===== src/core/eic_consts.svh =====
// Register offsets, field positions, reset values and timing counts
`ifndef EIC_CONSTS_SVH
`define EIC_CONSTS_SVH

`define EIC_ADDR_W         8
`define EIC_A_CNT_IC       8'h00
`define EIC_A_FILT0        8'h04
`define EIC_A_FILT1        8'h08
`define EIC_A_EN0          8'h0C
`define EIC_A_EN1          8'h10
`define EIC_A_ROUTE        8'h14
`define EIC_A_TMR_IC       8'h18
`define EIC_A_TMR_CTL      8'h1C
`define EIC_A_GATE_IC      8'h20
`define EIC_A_STATUS       8'h24
`define EIC_A_MASK         8'h28
`define EIC_A_COUNT        8'h2C

`define EIC_LVL_LO         0
`define EIC_LVL_HI         2
`define EIC_REQ            3
`define EIC_POL            4
`define EIC_GFILT_LO       4
`define EIC_GFILT_HI       5
`define EIC_CFILT_LO       0
`define EIC_CFILT_HI       1
`define EIC_GON            4
`define EIC_GBOTH          5
`define EIC_CON            0
`define EIC_CBOTH          1
`define EIC_ROUTE_LO       0
`define EIC_ROUTE_HI       1
`define EIC_ROUTE_CNT      2'b10
`define EIC_RUN            0
`define EIC_RUNNING        1

`define EIC_WM_IC          8'h1F
`define EIC_WM_TMR_IC      8'h0F
`define EIC_WM_FILT0       8'h30
`define EIC_WM_LO2         8'h03
`define EIC_WM_EN0         8'h30
`define EIC_WM_RUN         8'h01
`define EIC_WM_EV          3'h7

`define EIC_RST_REG        8'h00
`define EIC_RST_EV         3'h0
`define EIC_RST_CNT        16'h0000
`define EIC_CNT_MAX        16'hFFFF

`define EIC_EV_CNT         0
`define EIC_EV_GATE        1
`define EIC_EV_TMR         2

`define EIC_FILT_OFF       2'b00
`define EIC_FILT_MATCH     2'd2
`define EIC_DIV_W          5
`define EIC_DIV_MED_MSK    5'h07
`define EIC_DIV_SLOW_MSK   5'h1F

`endif


===== src/core/eic_pkg.sv =====
// Types shared by the external event input block
package eic_pkg;

   typedef struct packed {
      logic       samp;
      logic [1:0] match;
      logic       filt;
      logic       prev;
   } eic_edge_state_t;

   typedef struct packed {
      logic [7:0]  cnt_ic;
      logic [7:0]  gate_ic;
      logic [7:0]  tmr_ic;
      logic [7:0]  filt0;
      logic [7:0]  filt1;
      logic [7:0]  en0;
      logic [7:0]  en1;
      logic [7:0]  route;
      logic [7:0]  tmr_ctl;
      logic        running;
      logic [2:0]  status;
      logic [2:0]  mask;
      logic [15:0] count;
      logic [4:0]  div;
      logic [31:0] rdata;
      logic        irq;
   } eic_state_t;

endpackage


===== src/core/eic_edge_det.sv =====
// Noise filter and edge detector for one external input pin
`timescale 1ns/1ps
module eic_edge_det
   import eic_pkg::*;
(
   input  wire logic       core_clk,
   input  wire logic       rst,
   input  wire logic       pin,
   input  wire logic [1:0] filt_sel,
   input  wire logic [2:0] tick,
   input  wire logic       on,
   input  wire logic       both,
   input  wire logic       edge_direction_bit,
   output logic            level,
   output logic            edge_pulse
);
`include "eic_consts.svh"

   eic_edge_state_t s_reg;
   eic_edge_state_t s_next;
   logic            smp_en;
   logic            rise;
   logic            fall;

   always_comb begin
      s_next = s_reg;
      smp_en = 1'b0;
      case (filt_sel)
         2'b01:   smp_en = tick[0];
         2'b10:   smp_en = tick[1];
         2'b11:   smp_en = tick[2];
         default: smp_en = 1'b0;
      endcase
      // Four equal samples in a row before the level moves
      if (smp_en) begin
         if (pin == s_reg.samp) begin
            if (s_reg.match == `EIC_FILT_MATCH) begin
               s_next.filt = pin;
            end else begin
               s_next.match = s_reg.match + 2'd1;
            end
         end else begin
            s_next.samp  = pin;
            s_next.match = 2'd0;
         end
      end
      level = (filt_sel == `EIC_FILT_OFF) ? pin : s_reg.filt;
      s_next.prev = level;
      rise = level & ~s_reg.prev;
      fall = ~level & s_reg.prev;
      if (!on) begin
         edge_pulse = 1'b0;
      end else if (both) begin
         edge_pulse = rise | fall;
      end else begin
         edge_pulse = edge_direction_bit ? rise : fall;
      end
   end

   // Idle high so that release of reset does not look like an edge
   always_ff @(posedge core_clk or posedge rst) begin
      if (rst) begin
         s_reg <= '{samp: 1'b1, match: 2'd0, filt: 1'b1, prev: 1'b1};
      end else begin
         s_reg <= s_next;
      end
   end

endmodule


===== src/core/eic_top.sv =====
// External event inputs, interrupt control and gated event counting
//
// Register access over APB and the register addresses were left to the implementer.
`timescale 1ns/1ps
`include "eic_consts.svh"
// Contract
// - Control registers hold a 3-bit level in b2..b0; zero blocks the source.
// - Bit b3 is the request flag, set by the event, cleared by writing zero.
// - Count input control bit b4 picks polarity; zero means falling edge.
// - Gating filter select at filter register 0 b5..b4; 00 passes pin directly.
// - Count filter select at filter register 1 b1..b0; 00 bypasses the filter.
// - Enable register 0 b5 picks gating detection; zero means one edge by polarity.
// - Enable register 0 b4 enables gating input toward interrupt and timer gating.
// - Enable register 1 b1 set detects both edges of the count input.
// - Enable register 1 b0 enables the count input; edges then pass onward.
// - Route select b1..b0 code 10 feeds the timer from the count input pin.
// - Timer control register accepts level zero and cleared flag in b3..b0.
// - Timer control b0 starts counting when one, stops when zero.
// - Timer control b1 reads whether counting really runs.
module eic_top
   import eic_pkg::*;
(
   input  wire logic                   core_clk,
   input  wire logic                   rst,
   input  wire logic [`EIC_ADDR_W-1:0] paddr,
   input  wire logic                   psel,
   input  wire logic                   penable,
   input  wire logic                   pwrite,
   input  wire logic [31:0]            pwdata,
   output logic      [31:0]            prdata,
   output logic                        pready,
   output logic                        pslverr,
   input  wire logic                   gating_input,
   input  wire logic                   count_source_input,
   input  wire logic                   timer_io_pin,
   output logic                        irq,
   output logic                        count_running_flag
);

   // Whole block state; one next-state copy per cycle
   eic_state_t s_reg;
   eic_state_t s_next;

   logic [2:0] tick;
   logic       gate_level;
   logic       gate_edge;
   logic       cnt_edge;
   logic       tio_edge;
   logic       timer_event;
   logic       gate_open;
   logic       count_step;
   logic       wrap;
   logic       wr_access;
   logic       setup;
   logic       mapped;
   logic [2:0] ev_vec;
   logic [2:0] w1c;
   logic [2:0] lvl_nz;
   logic [31:0] rd_mux;
   logic       we_cnt_ic;
   logic       we_gate_ic;
   logic       we_tmr_ic;
   logic       we_filt0;
   logic       we_filt1;
   logic       we_en0;
   logic       we_en1;
   logic       we_route;
   logic       we_tmr_ctl;
   logic       we_mask;
   logic       we_status;

   // Control register write: request flag may only be cleared by software
   function automatic logic [7:0] ic_upd(
      input logic [7:0] old,
      input logic [7:0] wdata,
      input logic       wr,
      input logic       ev,
      input logic [7:0] msk
   );
      logic [7:0] v;
      v = old;
      if (wr) begin
         v = wdata & msk;
         v[`EIC_REQ] = old[`EIC_REQ] & wdata[`EIC_REQ];
      end
      if (ev) begin
         v[`EIC_REQ] = 1'b1;
      end
      return v;
   endfunction

   // Level zero keeps the source off the interrupt
   function automatic logic lvl_on(input logic [7:0] ic);
      return ic[`EIC_LVL_HI:`EIC_LVL_LO] != 3'b000;
   endfunction

   // Plain write; reserved bits read back as zero
   function automatic logic [7:0] reg_wr(
      input logic [7:0] old,
      input logic [7:0] wdata,
      input logic       wr,
      input logic [7:0] msk
   );
      return wr ? (wdata & msk) : old;
   endfunction

   // Sample enables for the three filter rates
   assign tick[0] = 1'b1;
   assign tick[1] = (s_reg.div & `EIC_DIV_MED_MSK) == '0;
   assign tick[2] = (s_reg.div & `EIC_DIV_SLOW_MSK) == '0;

   eic_edge_det u_gate (
      .core_clk   (core_clk),
      .rst        (rst),
      .pin        (gating_input),
      .filt_sel   (s_reg.filt0[`EIC_GFILT_HI:`EIC_GFILT_LO]),
      .tick       (tick),
      .on         (s_reg.en0[`EIC_GON]),
      .both       (s_reg.en0[`EIC_GBOTH]),
      .edge_direction_bit        (s_reg.gate_ic[`EIC_POL]),
      .level      (gate_level),
      .edge_pulse (gate_edge)
   );

   // Count input also clocks the timer when routed
   eic_edge_det u_count (
      .core_clk   (core_clk),
      .rst        (rst),
      .pin        (count_source_input),
      .filt_sel   (s_reg.filt1[`EIC_CFILT_HI:`EIC_CFILT_LO]),
      .tick       (tick),
      .on         (s_reg.en1[`EIC_CON]),
      .both       (s_reg.en1[`EIC_CBOTH]),
      .edge_direction_bit        (s_reg.cnt_ic[`EIC_POL]),
      .level      (),
      .edge_pulse (cnt_edge)
   );

   // Dedicated timer pin: unfiltered, falling edge, live only while counting
   eic_edge_det u_tio (
      .core_clk   (core_clk),
      .rst        (rst),
      .pin        (timer_io_pin),
      .filt_sel   (`EIC_FILT_OFF),
      .tick       (tick),
      .on         (s_reg.running),
      .both       (1'b0),
      .edge_direction_bit        (1'b0),
      .level      (),
      .edge_pulse (tio_edge)
   );

   always_comb begin
      // Routing picks which pin clocks the counter
      if (s_reg.route[`EIC_ROUTE_HI:`EIC_ROUTE_LO] == `EIC_ROUTE_CNT) begin
         timer_event = cnt_edge;
      end else begin
         timer_event = tio_edge;
      end
      // Disabled gating input closes the gate rather than leaving it open
      gate_open  = s_reg.en0[`EIC_GON] & gate_level;
      count_step = s_reg.running & gate_open & timer_event;
      wrap       = count_step & (s_reg.count == `EIC_CNT_MAX);
   end

   // Read data latched in setup so the access phase needs no wait
   always_comb begin
      setup     = psel & ~penable;
      wr_access = psel & penable & pwrite;
      mapped    = 1'b1;
      rd_mux    = '0;
      case (paddr)
         `EIC_A_CNT_IC:  rd_mux[7:0] = s_reg.cnt_ic;
         `EIC_A_GATE_IC: rd_mux[7:0] = s_reg.gate_ic;
         `EIC_A_TMR_IC:  rd_mux[7:0] = s_reg.tmr_ic;
         `EIC_A_FILT0:   rd_mux[7:0] = s_reg.filt0;
         `EIC_A_FILT1:   rd_mux[7:0] = s_reg.filt1;
         `EIC_A_EN0:     rd_mux[7:0] = s_reg.en0;
         `EIC_A_EN1:     rd_mux[7:0] = s_reg.en1;
         `EIC_A_ROUTE:   rd_mux[7:0] = s_reg.route;
         `EIC_A_TMR_CTL: begin
            rd_mux[7:0] = s_reg.tmr_ctl;
            rd_mux[`EIC_RUNNING] = s_reg.running;
         end
         `EIC_A_STATUS:  rd_mux[2:0] = s_reg.status;
         `EIC_A_MASK:    rd_mux[2:0] = s_reg.mask;
         `EIC_A_COUNT:   rd_mux[15:0] = s_reg.count;
         default:        mapped = 1'b0;
      endcase
   end

   // One write strobe per register, decoded once
   always_comb begin
      we_cnt_ic  = wr_access && paddr == `EIC_A_CNT_IC;
      we_gate_ic = wr_access && paddr == `EIC_A_GATE_IC;
      we_tmr_ic  = wr_access && paddr == `EIC_A_TMR_IC;
      we_filt0   = wr_access && paddr == `EIC_A_FILT0;
      we_filt1   = wr_access && paddr == `EIC_A_FILT1;
      we_en0     = wr_access && paddr == `EIC_A_EN0;
      we_en1     = wr_access && paddr == `EIC_A_EN1;
      we_route   = wr_access && paddr == `EIC_A_ROUTE;
      we_tmr_ctl = wr_access && paddr == `EIC_A_TMR_CTL;
      we_mask    = wr_access && paddr == `EIC_A_MASK;
      we_status  = wr_access && paddr == `EIC_A_STATUS;
   end

   // Event, clear and level vectors share one bit order
   always_comb begin
      ev_vec = '0;
      ev_vec[`EIC_EV_CNT]  = cnt_edge;
      ev_vec[`EIC_EV_GATE] = gate_edge;
      ev_vec[`EIC_EV_TMR]  = wrap;
      w1c = '0;
      if (we_status) begin
         w1c = pwdata[2:0];
      end
      lvl_nz = '0;
      lvl_nz[`EIC_EV_CNT]  = lvl_on(s_reg.cnt_ic);
      lvl_nz[`EIC_EV_GATE] = lvl_on(s_reg.gate_ic);
      lvl_nz[`EIC_EV_TMR]  = lvl_on(s_reg.tmr_ic);
   end

   always_comb begin
      s_next = s_reg;
      s_next.div = s_reg.div + `EIC_DIV_W'(1);

      // Request flags: an event beats a clearing write
      s_next.cnt_ic = ic_upd(s_reg.cnt_ic, pwdata[7:0],
                             we_cnt_ic,
                             cnt_edge, `EIC_WM_IC);
      s_next.gate_ic = ic_upd(s_reg.gate_ic, pwdata[7:0],
                              we_gate_ic,
                              gate_edge, `EIC_WM_IC);
      s_next.tmr_ic = ic_upd(s_reg.tmr_ic, pwdata[7:0],
                             we_tmr_ic,
                             wrap, `EIC_WM_TMR_IC);

      // Configuration registers keep only their defined bits
      s_next.filt0 = reg_wr(s_reg.filt0, pwdata[7:0],
                            we_filt0, `EIC_WM_FILT0);
      s_next.filt1 = reg_wr(s_reg.filt1, pwdata[7:0],
                            we_filt1, `EIC_WM_LO2);
      s_next.en0 = reg_wr(s_reg.en0, pwdata[7:0],
                          we_en0, `EIC_WM_EN0);
      s_next.en1 = reg_wr(s_reg.en1, pwdata[7:0],
                          we_en1, `EIC_WM_LO2);
      s_next.route = reg_wr(s_reg.route, pwdata[7:0],
                            we_route, `EIC_WM_LO2);
      s_next.tmr_ctl = reg_wr(s_reg.tmr_ctl, pwdata[7:0],
                              we_tmr_ctl, `EIC_WM_RUN);
      if (we_mask) begin
         s_next.mask = pwdata[2:0] & `EIC_WM_EV;
      end

      // Running flag trails the start bit by one cycle so software can poll a stop
      s_next.running = s_reg.tmr_ctl[`EIC_RUN];
      // Counter rolls over; only the wrap raises the timer request
      if (count_step) begin
         s_next.count = s_reg.count + 16'h0001;
      end

      // Set wins over a same-cycle clear
      s_next.status = (s_reg.status & ~w1c) | ev_vec;
      s_next.irq = |(s_next.status & s_reg.mask & lvl_nz);

      if (setup) begin
         s_next.rdata = rd_mux;
      end
   end

   // Async reset returns every field to zero
   always_ff @(posedge core_clk or posedge rst) begin
      if (rst) begin
         s_reg <= '{cnt_ic:  `EIC_RST_REG,
                    gate_ic: `EIC_RST_REG,
                    tmr_ic:  `EIC_RST_REG,
                    filt0:   `EIC_RST_REG,
                    filt1:   `EIC_RST_REG,
                    en0:     `EIC_RST_REG,
                    en1:     `EIC_RST_REG,
                    route:   `EIC_RST_REG,
                    tmr_ctl: `EIC_RST_REG,
                    running: 1'b0,
                    status:  `EIC_RST_EV,
                    mask:    `EIC_RST_EV,
                    count:   `EIC_RST_CNT,
                    div:     '0,
                    rdata:   '0,
                    irq:     1'b0};
      end else begin
         s_reg <= s_next;
      end
   end

   // Zero wait states; read data was captured in the setup cycle
   assign pready             = 1'b1;
   assign pslverr            = psel & penable & ~mapped;
   assign prdata             = s_reg.rdata;
   assign irq                = s_reg.irq;
   assign count_running_flag = s_reg.running;

endmodule


===== config.mk =====
export PLATFORM = sky130hd
export DESIGN_NAME = eic_top
export DESIGN_NICKNAME = d
export VERILOG_FILES = /design/src/core/eic_pkg.sv /design/src/core/eic_edge_det.sv /design/src/core/eic_top.sv
export VERILOG_INCLUDE_DIRS = /design/src /design/src/core
export SDC_FILE = /design/constraint.sdc
export NUM_CORES = 1
export LEC_CHECK = 0
export BUFFER_PORTS_ARGS = -buffer_cell sky130_fd_sc_hd__buf_4
export CAP_MARGIN = 15
export CORE_MARGIN = 3
export CORE_UTILIZATION = 37
export DETAILED_ROUTE_END_ITERATION = 12
export SYNTH_ARGS = -nofsm -noshare
export SYNTH_HDL_FRONTEND = slang
export SYNTH_SLANG_ARGS = --single-unit

===== constraint.sdc =====
create_clock -name core_clk -period 2.7 [get_ports core_clk]
set_input_delay 0.54 -clock core_clk [delete_from_list [all_inputs] [get_ports core_clk]]
set_output_delay 0.54 -clock core_clk [all_outputs]
set_load 0.02 [all_outputs]

# Word level (Yosys, flattened, before mapping)

Cells that the tools add are included.

Register bits: 81
Input bits: 48

Multiplexer cells: 27
Reductions and logical operators: 30
Add/subtract/negate cells: 4
Bitwise gates (word level): 32
Eq/ne operators: 25

Operators by type and width:

| cell                                          | count |
|---|---|
| == test 8 x 5 -> 1 bit, second input constant | 4 |
| == test 8 x 6 -> 1 bit, second input constant | 4 |
| one-hot mux 3 bit (10 select lines)           | 1 |
| one-hot mux 5 bit (6 select lines)            | 1 |
| adder 16 x 1 -> 16 bit, second input constant | 1 |
| AND 1 bit                                     | 16 |
| == test 16 bit, second input constant         | 1 |
| == test 8 x 4 -> 1 bit, second input constant | 2 |
| == test 2 bit, second input constant          | 7 |
| 2-to-1 mux 1 bit                              | 14 |
| 2-to-1 mux 4 bit                              | 3 |
| OR reduction 12 bit                           | 1 |
| logical AND 1 bit                             | 11 |
| logical NOT 5 bit                             | 2 |
| AND 3 bit                                     | 3 |
| inverter 1 bit                                | 9 |
| nonzero test 3 bit                            | 3 |
| == test 8 x 3 -> 1 bit, second input constant | 1 |
| logical NOT 8 bit                             | 1 |
| 2-to-1 mux 2 bit                              | 4 |
| 2-to-1 mux 8 bit                              | 1 |
| AND reduction 2 bit                           | 4 |
| one-hot mux 1 bit (3 select lines)            | 2 |
| AND reduction 3 bit                           | 2 |
| 12 further kinds                              | 20 |

# Longest topological paths before layout

Depth in word-level cells: 14
Depth in mapped cells: 10
Mapped depth without buffers: 9

# Cells and area by module

From an unflattened synthesis, not the netlist that was laid out.

Cell total of the unflattened synthesis: 462
Area, all modules: 4883.4 sq um

By module, submodules not included:

| module       | area each (sq um) | cells an instance | instances | seq. area each (sq um) |
|---|---|---|---|---|
| eic_top      | 3588.4            | 327               | 1         | 1751.7 |
| eic_edge_det | 431.7             | 45                | 3         | 128.9 |

# Worst setup path after synthesis

OpenSTA, ideal clock, no wires.

Path type: register to register
From: register s_reg[93] (netlist name)
To: register s_reg (netlist bit irq)
Cell stages (with the launch flop): 9
Buffers on the path: 0
Arrival: 2.418 ns
Slack: 0.155 ns
Library setup time: 0.126 ns
Clock period less this slack: 2.545 ns
Path through: dfrtp_1 > nor2_1 > mux2_2 > ha_1 > mux2_2 > a311oi_1 > nor3_1 > a31o_1 > a221o_1

RTL lines:

| element                | line           | RTL |
|---|---|---|
| start, declared        | eic_top.sv:41  | `eic_state_t s_reg;` |
| start signal, assigned | eic_top.sv:274 | `` s_reg <= '{cnt_ic: `EIC_RST_REG, `` |
| start signal, assigned | eic_top.sv:291 | `s_reg <= s_next;` |

# Worst setup path in the final report

From: register s_reg[94] (netlist name)
To: register s_reg[53] (netlist name)

Word-level cells in the longest chain between the ends: 9

Ends and longest elaborated chain:

| element                                             | line                                   | RTL |
|---|---|---|
| logical NOT 2 bit (no line) *                       | -                                      |  |
| 2-to-1 mux 1 bit *                                  | eic_edge_det.sv:47                     | `` level = (filt_sel == `EIC_FILT_OFF) ? pin : s_reg.filt; `` |
| net u_count.level                                   | eic_edge_det.sv:14                     | `output logic level,` |
| inverter 1 bit                                      | eic_edge_det.sv:50                     | `fall = ~level & s_reg.prev;` |
| AND 1 bit                                           | eic_edge_det.sv:50                     |  |
| 2-to-1 mux 1 bit / OR 1 bit (equally long branches) | eic_edge_det.sv:56, eic_edge_det.sv:54 |  |
| 2-to-1 mux 1 bit *                                  | eic_edge_det.sv:53                     | `end else if (both) begin` |
| 2-to-1 mux 1 bit *                                  | eic_edge_det.sv:51                     | `if (!on) begin` |
| 2-to-1 mux 1 bit *                                  | eic_top.sv:155                         | `` if (s_reg.route[`EIC_ROUTE_HI:`EIC_ROUTE_LO] == `EIC_ROUTE_CNT) begin `` |
| AND 1 bit *                                         | eic_top.sv:162                         | `count_step = s_reg.running & gate_open & timer_event;` |

Mark *: on every way through the listed nets, which the timed path passes. The rest lies on a longest branch.
A chain may end at the register's enable or synchronous reset.

==> results.txt <==
----------------------------------------------------
[Pwr]
  Total power draw ... 2.712 mW
  Power density over cell area ... around 540 nW/µm²
  Worst vdd rail ir drop ... around 0.00043 V
  Static leakage power ... approximately 2.4 nW

[Setup path]
  Register-to-register setup slack ... about 180 ps
  Launch point of the critical path ... s_reg[94]
  Library cell contributing the largest single delay on the critical path ... dfrtp_1
  Critical Path Source Type ... flop
  Critical register-to-register path endpoint ... s_reg[53]
  Cells along the critical path ... nor2_2 -> mux2_4 -> ha_4 -> and3b_1 -> a311oi_1 -> buf_4 -> or3b_4 -> buf_12 -> nor4_4 -> xnor2_1
  Crit path max-delay family ... simple AND/OR/NAND/NOR gates
  Largest fanout on the critical path ... 6
  Buffers plus inverters on the worst setup path ... 2
  Startpoint of the worst register-to-register path ... s_reg[94]
  Depth of the most critical reg-to-reg path ... 10
  Slowest cell delay on critical path ... between 300 and 400 ps
  Crit path capture ... s_reg[53]
  Critical Path End Type ... flop
  Data arrival time at the worst-slack endpoint ... 2740 ps
  Required time worst endpoint ... just under 3000 ps
  Logic depth of the worst path, buffers included ... 10
  Type of the worst setup path ... flop to flop

[Die]
  Area of the core region ... 11080 µm²
  Initial Util ... 38.82%
  Die area ... 12950 µm²
  FP Rows ... 38
  Number of primary I/O pins ... 84
  DIE HEIGHT ... around 110 µm
  DIE WIDTH ... 113.8 µm

[Synth]
  Asr flop ratio synth ... between 90% and 100%
  Sequential-to-total area share from yosys stat ... between 40% and 50%
  Flip-flop cell with the highest count after synthesis ... dfrtp_1
  Post-synthesis instance area ... 4300 µm²
  Flip-flop and latch count after synthesis ... just over 80
  Share of Yosys cell area claimed by the top area cell type ... 43.06%
  Gate Count Post-Synth ... 411
  Number of enable-type register cells in the synthesized netlist ... 0
  Dominant cell type by area after synthesis ... dfrtp_1
  Leading cell types by total area after synthesis ... dfrtp_1, mux2_2, buf_4, dfstp_2, nand2_1
  Count of different cell masters after synthesis ... 60
  Synthesized area per cell ... 10.46 µm²
  Count of yosys warnings during synthesis ... 0

[Clocking]
  CTS sink cnt ... 81
  Maximum level of the CTS H-tree ... 3
  Worst-skew pair later-pin latency ... 340 ps
  Register clock-pin slew on the reported worst setup and hold paths ... 60 ps
  Post-CTS Hold Fix Bufs ... 0
  Worst-case clock buffer depth ... 2
  Number of buffers created by CTS ... 9
  CTS tree ... built
  Root Buffer Master ... clkbuf_16

[Final layout]
  Final Instance Count excl. Fillers ... 599
  Area Overhead vs Synth ... 16.50%
  Largest register FFs ... 51
  Final antenna diode count ... 0
  Post-layout net count ... just over 500
  Number of fill cells ... ~1.1k
  Share of final-layout standard cells stronger than drive strength 1 ... 28.54%
  Multi-input gate area ... 1996 µm²
  Seq. cell area ... 2036 µm²

[Timing]
  Min Tclk post-route ... 2524 ps
  Fin Hold WS ... 278.4 ps
  Final Slew Violations ... 0
  Highest clock rate ... ~400 MHz
  Post-route clock period utilization ... 93.49%
  Final clock skew ... 8.644 ps
  Unrepaired setup endpoints after global routing ... no
  Final Hold Viols ... 0
  Post-route worst setup slack ... around 180 ps
  Setup-violating endpoint count in the final report ... 0

[Job]
  MaxCap Viol Count ... 0

[Placed design]
  Post-DP HPWL ... 7.229 mm
  Worst slack at placement ... -4.298 ps
  Count of placed standard cells including taps ... 582
  Final weighted congestion of routability-driven global placement ... 0.9238
  Input/output buffers ... 40

[Global routing]
  Final global-route overflow total ... 0
  GRT Util Overall ... 15.88%
  Vias in the first global route ... between 3k and 4k
  Initial antenna violation count ... 0
  Pin count of the biggest net entering global routing ... 82
  Global-route wire length before repair ... 16.19 mm

[Route]
  Drt via density ... 5.172
  Drt first-iter violations ... 239
  Length of the first detailed-routing pass in iterations ... 4
  Post-detailed-route count of antenna-violating nets ... 0
  DR WL/cell ... 16.20 µm
  Remaining DRCs ... 0
  Routed WL ... 9.704 mm
  Total number of vias ... 3098

[Min path]
  Path category of the worst min-delay check ... input pin to async pin

[Outcome]
  Status ... completed

----------------------------------------------------
-- final cells by class --
| cell class | count | share of cell area [%] |
|---|---|---|
| Clock buffer | 11 | 4.845 |
| Clock inverter | 5 | 0.6244 |
| Inverter | 14 | 1.074 |
| Multi-Input combinational cell | 288 | 39.84 |
| Sequential cell | 81 | 40.63 |
| Tap cell | 140 | 3.497 |
| Timing Repair Buffer | 60 | 9.491 |
-- synthesized netlist by cell type (all sizes together) (8+ instances only) --
| cell type | n |
|---|---|
| dfrtp | 74 |
| a22o | 12 |
| inv | 14 |
| xnor2 | 12 |
| xor2 | 8 |
| a21oi | 9 |
| nand3 | 13 |
| nand2 | 48 |
| ha | 9 |
| nor2 | 21 |
| buf | 36 |
| mux2 | 33 |
| nor3 | 10 |
| o21ai | 24 |
-- worst register-to-register path, stage by stage (launching register included) --
cell      delay (ps)
dfrtp_1          380
nor2_2           170
mux2_4           340
ha_4             220
and3b_1          200
a311oi_1          50
buf_4            170
or3b_4           380
buf_12           150
nor4_4           270
xnor2_1          100
-- metrics by stage --
step	util [%]	TNS [ps]	instance area (µm²)
after floorplan	-	0	4357
after global placement	42.49	0	4707
after detailed placement	42.49	-4.298	4707
after CTS	44.99	0	4984
after global routing	45.22	0	5010
final	45.22	0	5010
-- power breakdown --
group          internal, mW  total, mW  switching [mW]
Sequential             1.27       1.30          0.0314
Combinational         0.111      0.289           0.178
Clock                 0.644       1.12           0.479
Total                  2.02       2.71           0.688
-- cell usage in the layout (no fill, tap or decap), types with 3 or more instances in the layout --
| master | n |
|---|---|
| nand2_1 | 48 |
| a22o_1 | 12 |
| ha_1 | 8 |
| xnor2_1 | 12 |
| buf_4 | 58 |
| clkbuf_16 | 9 |
| dfstp_2 | 7 |
| nor3_1 | 8 |
| and3_1 | 4 |
| nand4_1 | 4 |
| nor4b_1 | 3 |
| conb_1 | 17 |
| nor2b_1 | 3 |
| xor2_1 | 8 |
| a22oi_1 | 7 |
| nor2_1 | 20 |
| mux2i_1 | 4 |
| o21ai_0 | 24 |
| mux2_2 | 32 |
| a21oi_1 | 9 |
| dfrtp_1 | 74 |
| clkinv_2 | 4 |
| nand3_1 | 13 |
| nor4_1 | 4 |
| inv_1 | 13 |
-- cell families after synthesis --
family | share of synthesized area [%]
AOI/OAI and AO/OA | 12.28
xor gates and xnor gates | 4.073
adders and majority gates | 2.619
buffers and inverters | 8.059
DFF | 47.34
muxes | 9.572
other | 0.1746
and+or+nand+nor | 15.89
-- worst min-delay path by stage --
stage	startpoint	depth (start not counted)	slack, ps	endpoint
2_1_floorplan	s_next[60]	0	370	count_running_flag
3_3_place_gp	s_next[60]	0	390	count_running_flag
3_5_place_dp	s_next[60]	0	400	count_running_flag
4_1_cts	rst	3	310	s_reg[52]
5_1_grt	timer_io_pin	1	310	u_tio.s_reg[0]
6_report	rst	3	280	prdata[14]
-- metal layers --
layer	up-vias	track usage (%)	share of wire (%)
met2	77	26.46	50
met1	1514	20.05	44
met4	0	4.355	1.6
li1	1497	-	-
met3	10	4.881	4.9
met5	-	0	0
-- repair_timing --
action                                  in CTS  in global routing
endpoints found under the setup margin       1                  4
setup buffers                                0                  1
pin swaps                                    0                  3
resized for setup                            1                  3
No activity file was read; power rests on OpenSTA's default activity.
